--- src/rtl/lpib_pkg.sv ---
package lpib_pkg;
	// pwm oscillator and system clock rates
	localparam int unsigned CLK_HZ = 125_000_000;
	localparam int unsigned OSC_HZ = 32_000;
	// clocks per pwm cycle; a period rounds down to whole cycles
	localparam int unsigned CYC_CLKS = CLK_HZ / OSC_HZ;
	localparam logic [11:0] CYC_LAST = 12'(CYC_CLKS - 1);
	localparam logic [11:0] PRESC_ZERO = 12'h000;
	// 16 pwm cycles per timeslot, 15 timeslots per 240-step period
	localparam logic [3:0] CYCLE_LAST = 4'hF;
	localparam logic [3:0] SLOT_LAST = 4'hE;
	localparam logic [3:0] COUNT_ZERO = 4'h0;
	localparam logic [3:0] COUNT_ONE = 4'h1;
	// register offsets
	localparam logic [7:0] ADDR_PAT1_LOW = 8'h0A;
	localparam logic [7:0] ADDR_PAT1_HIGH = 8'h0B;
	localparam logic [7:0] ADDR_MASTER = 8'h0E;
	localparam logic [7:0] ADDR_INT_FIRST = 8'h10;
	localparam logic [7:0] ADDR_INT_LAST = 8'h17;
	// field values
	localparam logic [3:0] SET_STATIC = 4'hF;
	localparam logic [3:0] MASTER_STATIC = 4'h0;
	// reset values: patterns released, pwm off
	localparam logic [7:0] RST_PATTERN = 8'hFF;
	localparam logic [7:0] RST_INTENSITY = 8'h00;
	localparam logic [7:0] READ_ZERO = 8'h00;
	localparam int unsigned NUM_PORTS = 16;

	// pick one nibble of an intensity byte
	function automatic logic [3:0] lpib_nibble(input logic [7:0] b,
		input logic hi);
		lpib_nibble = hi ? b[7:4] : b[3:0];
	endfunction

	// pattern level by blink phase
	function automatic logic lpib_level(input logic en, input logic phase,
		input logic p0, input logic p1);
		lpib_level = (en && phase) ? p1 : p0;
	endfunction
endpackage

--- src/rtl/lpib_timebase.sv ---
`timescale 1ns/10ps
module lpib_timebase import lpib_pkg::*; (
	input wire logic i_clock, // system clock
	input wire logic i_rst, // sync reset, active high
	output logic [3:0] o_cycle, // pwm cycle in slot
	output logic [3:0] o_slot // master timeslot
);
	typedef struct packed {
		logic [11:0] presc;
		logic [3:0] cycle;
		logic [3:0] slot;
	} lpib_tb_s;

	lpib_tb_s st;
	lpib_tb_s next_st;

	// prescaler stands in for the pwm oscillator
	always_comb begin
		next_st = st;
		if (st.presc == CYC_LAST) begin
			next_st.presc = PRESC_ZERO;
			if (st.cycle == CYCLE_LAST) begin
				next_st.cycle = COUNT_ZERO;
				// 15 slots then wrap
				next_st.slot = (st.slot == SLOT_LAST) ? COUNT_ZERO :
					st.slot + COUNT_ONE;
			end else begin
				next_st.cycle = st.cycle + COUNT_ONE;
			end
		end else begin
			next_st.presc = st.presc + 12'h001;
		end
	end

	always_ff @(posedge i_clock) begin
		if (i_rst) begin
			st <= '0;
		end else begin
			st <= next_st;
		end
	end

	assign o_cycle = st.cycle;
	assign o_slot = st.slot;
endmodule

--- src/rtl/lpib_out_slice.sv ---
`timescale 1ns/10ps
module lpib_out_slice import lpib_pkg::*; (
	input wire logic [3:0] i_setting, // effective duty setting
	input wire logic i_level, // selected pattern level
	input wire logic [3:0] i_master, // master gate field
	input wire logic [3:0] i_slot, // current timeslot
	input wire logic [3:0] i_cycle, // cycle in timeslot
	output logic o_level // level to present, 1 = released
);
	logic is_static;
	logic gate_open;
	logic on_time;

	// master zero or setting 0xF: plain static level, no glitches
	always_comb begin
		is_static = (i_master == MASTER_STATIC) ||
			(i_setting == SET_STATIC);
		gate_open = i_slot < i_master;
		on_time = gate_open && (i_cycle <= i_setting);
		// on-time carries the pattern level, otherwise its opposite
		o_level = (is_static || on_time) ? i_level : ~i_level;
	end
endmodule

--- src/rtl/lpib_top.sv ---
`timescale 1ns/10ps
module lpib_top import lpib_pkg::*; (
	input wire logic i_clock, // system clock, 125 MHz
	input wire logic i_rst, // sync reset, active high
	input wire logic i_reg_wr, // register write strobe
	input wire logic [7:0] i_reg_addr, // register offset
	input wire logic [7:0] i_reg_wdata, // write data
	output logic [7:0] o_reg_rdata, // read data of last address
	input wire logic [15:0] i_phase0_pattern, // phase-zero bits
	input wire logic i_o16_phase0, // seventeenth phase-zero bit
	input wire logic i_o16_phase1, // seventeenth phase-one bit
	input wire logic i_blink_enable, // blink mode on
	input wire logic i_blink_flip, // software flip flag
	input wire logic i_blink_pin, // external blink input level
	input wire logic i_global_mode, // global intensity flag
	output logic [15:0] o_port_oe, // port pulled low when high
	output logic o_seventeenth_output_oe // same for output 16
);
	typedef struct packed {
		logic [15:0] pat1;
		logic [7:0] master;
		logic [7:0][7:0] intensity;
		logic [7:0] rdata;
		logic [15:0] port_oe;
		logic o16_oe;
	} lpib_top_s;

	lpib_top_s st;
	lpib_top_s next_st;
	logic [3:0] cycle;
	logic [3:0] slot;
	logic phase;
	logic [16:0] lvl;
	logic [16:0] setting;
	logic [16:0] drive;
	logic [2:0] int_idx;

	lpib_timebase u_timebase (
		.i_clock(i_clock),
		.i_rst(i_rst),
		.o_cycle(cycle),
		.o_slot(slot)
	);

	// phase and per-output pattern level selection
	always_comb begin
		phase = i_blink_flip ^ i_blink_pin;
		for (int i = 0; i < NUM_PORTS; i++) begin
			lvl[i] = lpib_level(i_blink_enable, phase,
				i_phase0_pattern[i], st.pat1[i]);
		end
		lvl[16] = lpib_level(i_blink_enable, phase, i_o16_phase0,
			i_o16_phase1);
	end

	// global flag hands every output the seventeenth nibble
	genvar g;
	generate
		for (g = 0; g < 17; g++) begin : g_out
			logic [3:0] own;
			logic [3:0] eff;
			if (g < 16) begin : g_port
				assign own = lpib_nibble(st.intensity[g / 2], 1'(g % 2));
			end else begin : g_o16
				assign own = st.master[3:0];
			end
			assign eff = i_global_mode ? st.master[3:0] : own;
			assign setting[g] = |eff;
			lpib_out_slice u_slice (
				.i_setting(eff),
				.i_level(lvl[g]),
				.i_master(st.master[7:4]),
				.i_slot(slot),
				.i_cycle(cycle),
				.o_level(drive[g])
			);
		end
	endgenerate

	assign int_idx = i_reg_addr[2:0];

	// register writes, read mux and registered pin enables
	always_comb begin
		next_st = st;
		if (i_reg_wr) begin
			case (i_reg_addr)
				ADDR_PAT1_LOW: next_st.pat1[7:0] = i_reg_wdata;
				ADDR_PAT1_HIGH: next_st.pat1[15:8] = i_reg_wdata;
				ADDR_MASTER: next_st.master = i_reg_wdata;
				default: begin
					if (i_reg_addr >= ADDR_INT_FIRST &&
						i_reg_addr <= ADDR_INT_LAST) begin
						next_st.intensity[int_idx] = i_reg_wdata;
					end
				end
			endcase
		end
		// reads return stored values, not pin state; others read zero
		case (i_reg_addr)
			ADDR_PAT1_LOW: next_st.rdata = st.pat1[7:0];
			ADDR_PAT1_HIGH: next_st.rdata = st.pat1[15:8];
			ADDR_MASTER: next_st.rdata = st.master;
			default: begin
				if (i_reg_addr >= ADDR_INT_FIRST &&
					i_reg_addr <= ADDR_INT_LAST) begin
					next_st.rdata = st.intensity[int_idx];
				end else begin
					next_st.rdata = READ_ZERO;
				end
			end
		endcase
		// open drain: level 1 releases, level 0 pulls low
		next_st.port_oe = ~drive[15:0];
		next_st.o16_oe = ~drive[16];
	end

	always_ff @(posedge i_clock) begin
		if (i_rst) begin
			st.pat1 <= {RST_PATTERN, RST_PATTERN};
			st.master <= RST_INTENSITY;
			st.intensity <= {8{RST_INTENSITY}};
			st.rdata <= READ_ZERO;
			st.port_oe <= '0;
			st.o16_oe <= 1'b0;
		end else begin
			st <= next_st;
		end
	end

	assign o_reg_rdata = st.rdata;
	assign o_port_oe = st.port_oe;
	assign o_seventeenth_output_oe = st.o16_oe;
endmodule

--- config.mk ---
export PLATFORM = sky130hd
export DESIGN_NAME = lpib_top
export DESIGN_NICKNAME = d
export VERILOG_FILES = /design/src/rtl/lpib_pkg.sv /design/src/rtl/lpib_timebase.sv /design/src/rtl/lpib_out_slice.sv /design/src/rtl/lpib_top.sv
export SDC_FILE = /design/constraint.sdc
export NUM_CORES = 1
export LEC_CHECK = 0
export BUFFER_PORTS_ARGS = -buffer_cell sky130_fd_sc_hd__buf_4
export CAP_MARGIN = 20
export CELL_PAD_IN_SITES_DETAIL_PLACEMENT = 1
export CELL_PAD_IN_SITES_GLOBAL_PLACEMENT = 1
export CORE_UTILIZATION = 40
export CTS_CLUSTER_DIAMETER = 120
export DETAILED_ROUTE_END_ITERATION = 12
export HOLD_SLACK_MARGIN = 0.03
export PLACE_DENSITY = 0.75
export SLEW_MARGIN = 20
export SYNTH_ARGS = -nofsm -noshare
export SYNTH_HDL_FRONTEND = slang
export SYNTH_SLANG_ARGS = --single-unit
--- constraint.sdc ---
create_clock -name i_clock -period 3.4 [get_ports i_clock]
set_input_delay 0.68 -clock i_clock [delete_from_list [all_inputs] [get_ports i_clock]]
set_output_delay 0.68 -clock i_clock [all_outputs]
set_load 0.01 [all_outputs]
==> metrics.cfg <==
[status]
status=completed

[critical_path]
critPathLaunchType=register
r2r-end=o_port_oe[3]$_SDFF_PP0_
reg2reg_slack_ns=0.66
cp_max_fo=9
required_ns=3.69
r2r_cells=8
rr_startpoint=g_out[16].eff[0]$_SDFFE_PP0P_
end_kind=register
arrival_ns=3.03
crit_type=register to register

[clock_network]
clock_sinks=133
htree_levels=4
cts-root-buf=clkbuf_16
path_clk_slew_ns=0.07
cts_tree=yes
ctsResizeCount=0
cts_setup_buffers=0
insertion_delay_ns=0.44
cts_buffer_depth=2
cts_hold_buffers=0
cts_made_buffers=17

[die]
io-pin-count=66
rows=53
initial_utilization_pct=40.8
dieArea_sq_mm=0.0221
coreArea_sq_mm=0.0211
fp.dieH_um=149
die_w_um=149

[route]
detail-route-antenna-nets=0
vias=7942
wirelength_um=29800
firstDrtPassIters=4
via_per_inst=5.92
wl_per_cell_um=22.2
drc=0
drt_iter0_markers=508

[place]
io_buffer_count=65
routabilityCongestion=0.945
place_hpwl_um=20600

[logic_synthesis]
ys_types=49
synth_seq_area_share_pct=30.9
synth-seq-cells=133
async_flop_share_pct=0
synth_commonest_cells=nor2_1, dfxtp_1, a21oi_1
synth.most_common_cell=nor2_1
yosys.area.top_type=dfxtp_1
syn_area_per_cell_sq_um=8.37
synth_top_cell_area_share_pct=30.9
synth_area_leaders=dfxtp_1, mux2i_1, ha_1
yosys_warnings=0
synthCells=1028
synth_nets=1143
ys.flop_type=dfxtp_1
synth_enable_flop_cells=0
synth_area_sq_mm=0.00861

[global_route]
track_usage_pct=28.1
grt_pass1_vias=8197
antenna_found_initial=0
grt_pass1_wl_um=46700
grt_max_degree=74
overflow=0

[sta]
post-route-period-util_pct=80.5
tns_ns=0
tightest_slew_ns=1.00
relSlewSlack_pct=33.2
hold_viol=0
finalClockSkew_ns=0.0115
fin_crit_ns=2.74
slew_violations=0
fmax_mhz=365
setup_viol=0
rsz0062_at_grt=false

[pwr]
p_per_area_mw_per_mm2=399
ir_drop_mv=0.269
leakage_nw=3.92
finalPower_mw=3.95

[cells_and_area]
finalNetCount=1168
n_antenna_cell=0
drive_gt1_share_pct=14.6
area_growth_pct=14.8
fillers=2521

[hold_path]
whs_endpoint=u_timebase.st[8]$_SDFF_PP0_
hp-start=u_timebase.st[8]$_SDFF_PP0_
hold_path_class=register to register
worstHoldPathCells=1

[job]
cap_violations=0

[where the power goes]
| part | total (mW) | internal [mW] | leakage [nW] | switching, mW |
|---|---|---|---|---|
| combinational | 0.295 | 0.106 | 2.53 | 0.189 |
| sequential | 1.59 | 1.58 | 1.08 | 0.0121 |
| clock | 2.06 | 1.25 | 0.312 | 0.813 |
[flip-flops by register name (all words and copies together), names as in the netlist]
| register | cells |
|---|---|
| g_out.own | 64 |
| g_out.eff | 4 |
| st | 20 |
| u_timebase.st | 12 |
| o_reg_rdata | 8 |
| u_timebase.o_slot | 4 |
| u_timebase.o_cycle | 4 |
| o_port_oe | 16 |
| o_seventeenth_output_oe | 1 |
[cell type report]
type | count | area, sq um | share of cell area [%]
clock buffer | 17 | 425 | 4.30
multi-input combinational | 775 | 5390 | 54.5
timing repair buffer | 92 | 716 | 7.24
clock inverter | 15 | 218 | 2.20
inverter | 34 | 128 | 1.29
sequential | 133 | 2660 | 26.9
tap | 275 | 344 | 3.48
[metrics by stage]
stage | setup slack, ns | utilization [%] | cell area, sq um | instances | hold slack (ns)
after floorplan | 0.580 | - | 8610 | 1028 | 0.453
after global placement | 0.566 | 43.8 | 9240 | 1309 | 0.478
after detailed placement | 0.418 | 43.8 | 9240 | 1309 | 0.486
after CTS | 0.702 | 46.9 | 9880 | 1341 | 0.501
after global routing | 0.550 | 46.9 | 9880 | 1341 | 0.540
final | 0.661 | 46.9 | 9880 | 1341 | 0.494
[cell families (layout without fill, tap and decap cells)]
group,count (synthesis),after routing,synth area share [%]
xor gates and xnor gates,22,22,2.24
AOI/OAI and AO/OA,237,237,16.4
and+or+nand+nor,327,327,19.6
adders and majority gates,74,74,10.8
muxes,115,115,13.5
DFF,133,133,30.9
buffers and inverters,120,158,6.51
[per-layer routing]
metal	wire [um]	global-route usage, %
met4	1190	13.4
met1	13200	36.1
met5	0	0
met3	1510	5.83
met2	13900	44.7
[worst max path at each step]
stage	startpoint	endpoint	slack, ns	depth (start not counted)
6_report	g_out[16].eff[0]$_SDFFE_PP0P_	o_port_oe[3]$_SDFF_PP0_	0.66	8
5_1_grt	g_out[16].eff[1]$_SDFFE_PP0P_	o_port_oe[15]$_SDFF_PP0_	0.55	10
4_1_cts	g_out[16].eff[1]$_SDFFE_PP0P_	o_port_oe[15]$_SDFF_PP0_	0.70	10
3_3_place_gp	i_global_mode	o_port_oe[3]$_SDFF_PP0_	0.57	11
3_5_place_dp	i_global_mode	o_port_oe[15]$_SDFF_PP0_	0.42	11
2_1_floorplan	i_global_mode	o_port_oe[15]$_SDFF_PP0_	0.58	11
[critical path, cell delays in order, from the launching register on]
cell and delay [ns]:
dfxtp_1 0.55, nand2_1 0.39, buf_4 0.28, nor2_1 0.68, buf_4 0.28, a21oi_1 0.06
nor2_1 0.16, or4_1 0.13, a21oi_1 0.05
[cell usage in the layout, fill, tap and decap left out, types with 4 or more instances in the layout]
cell type / instances
nor2_1: 142
dfxtp_1: 133
a21oi_1: 112
mux2i_1: 104
buf_4: 90
ha_1: 74
nor2b_1: 55
o21ai_0: 48
nand2_1: 41
inv_1: 34
xor2_1: 19
clkbuf_16: 17
nand3_1: 16
o211ai_1: 16
a211o_1: 16
and4_1: 12
mux2_2: 11
o22ai_1: 10
nand4_1: 10
a221oi_1: 8
or4_1: 8
o31ai_1: 7
o221ai_1: 7
nand2b_1: 6
nor3_2: 6
inv_6: 6
nor3_1: 5
a22oi_1: 5
or2_2: 4
bufinv_16: 4
Note: power is estimated with default switching activity, not from simulation.
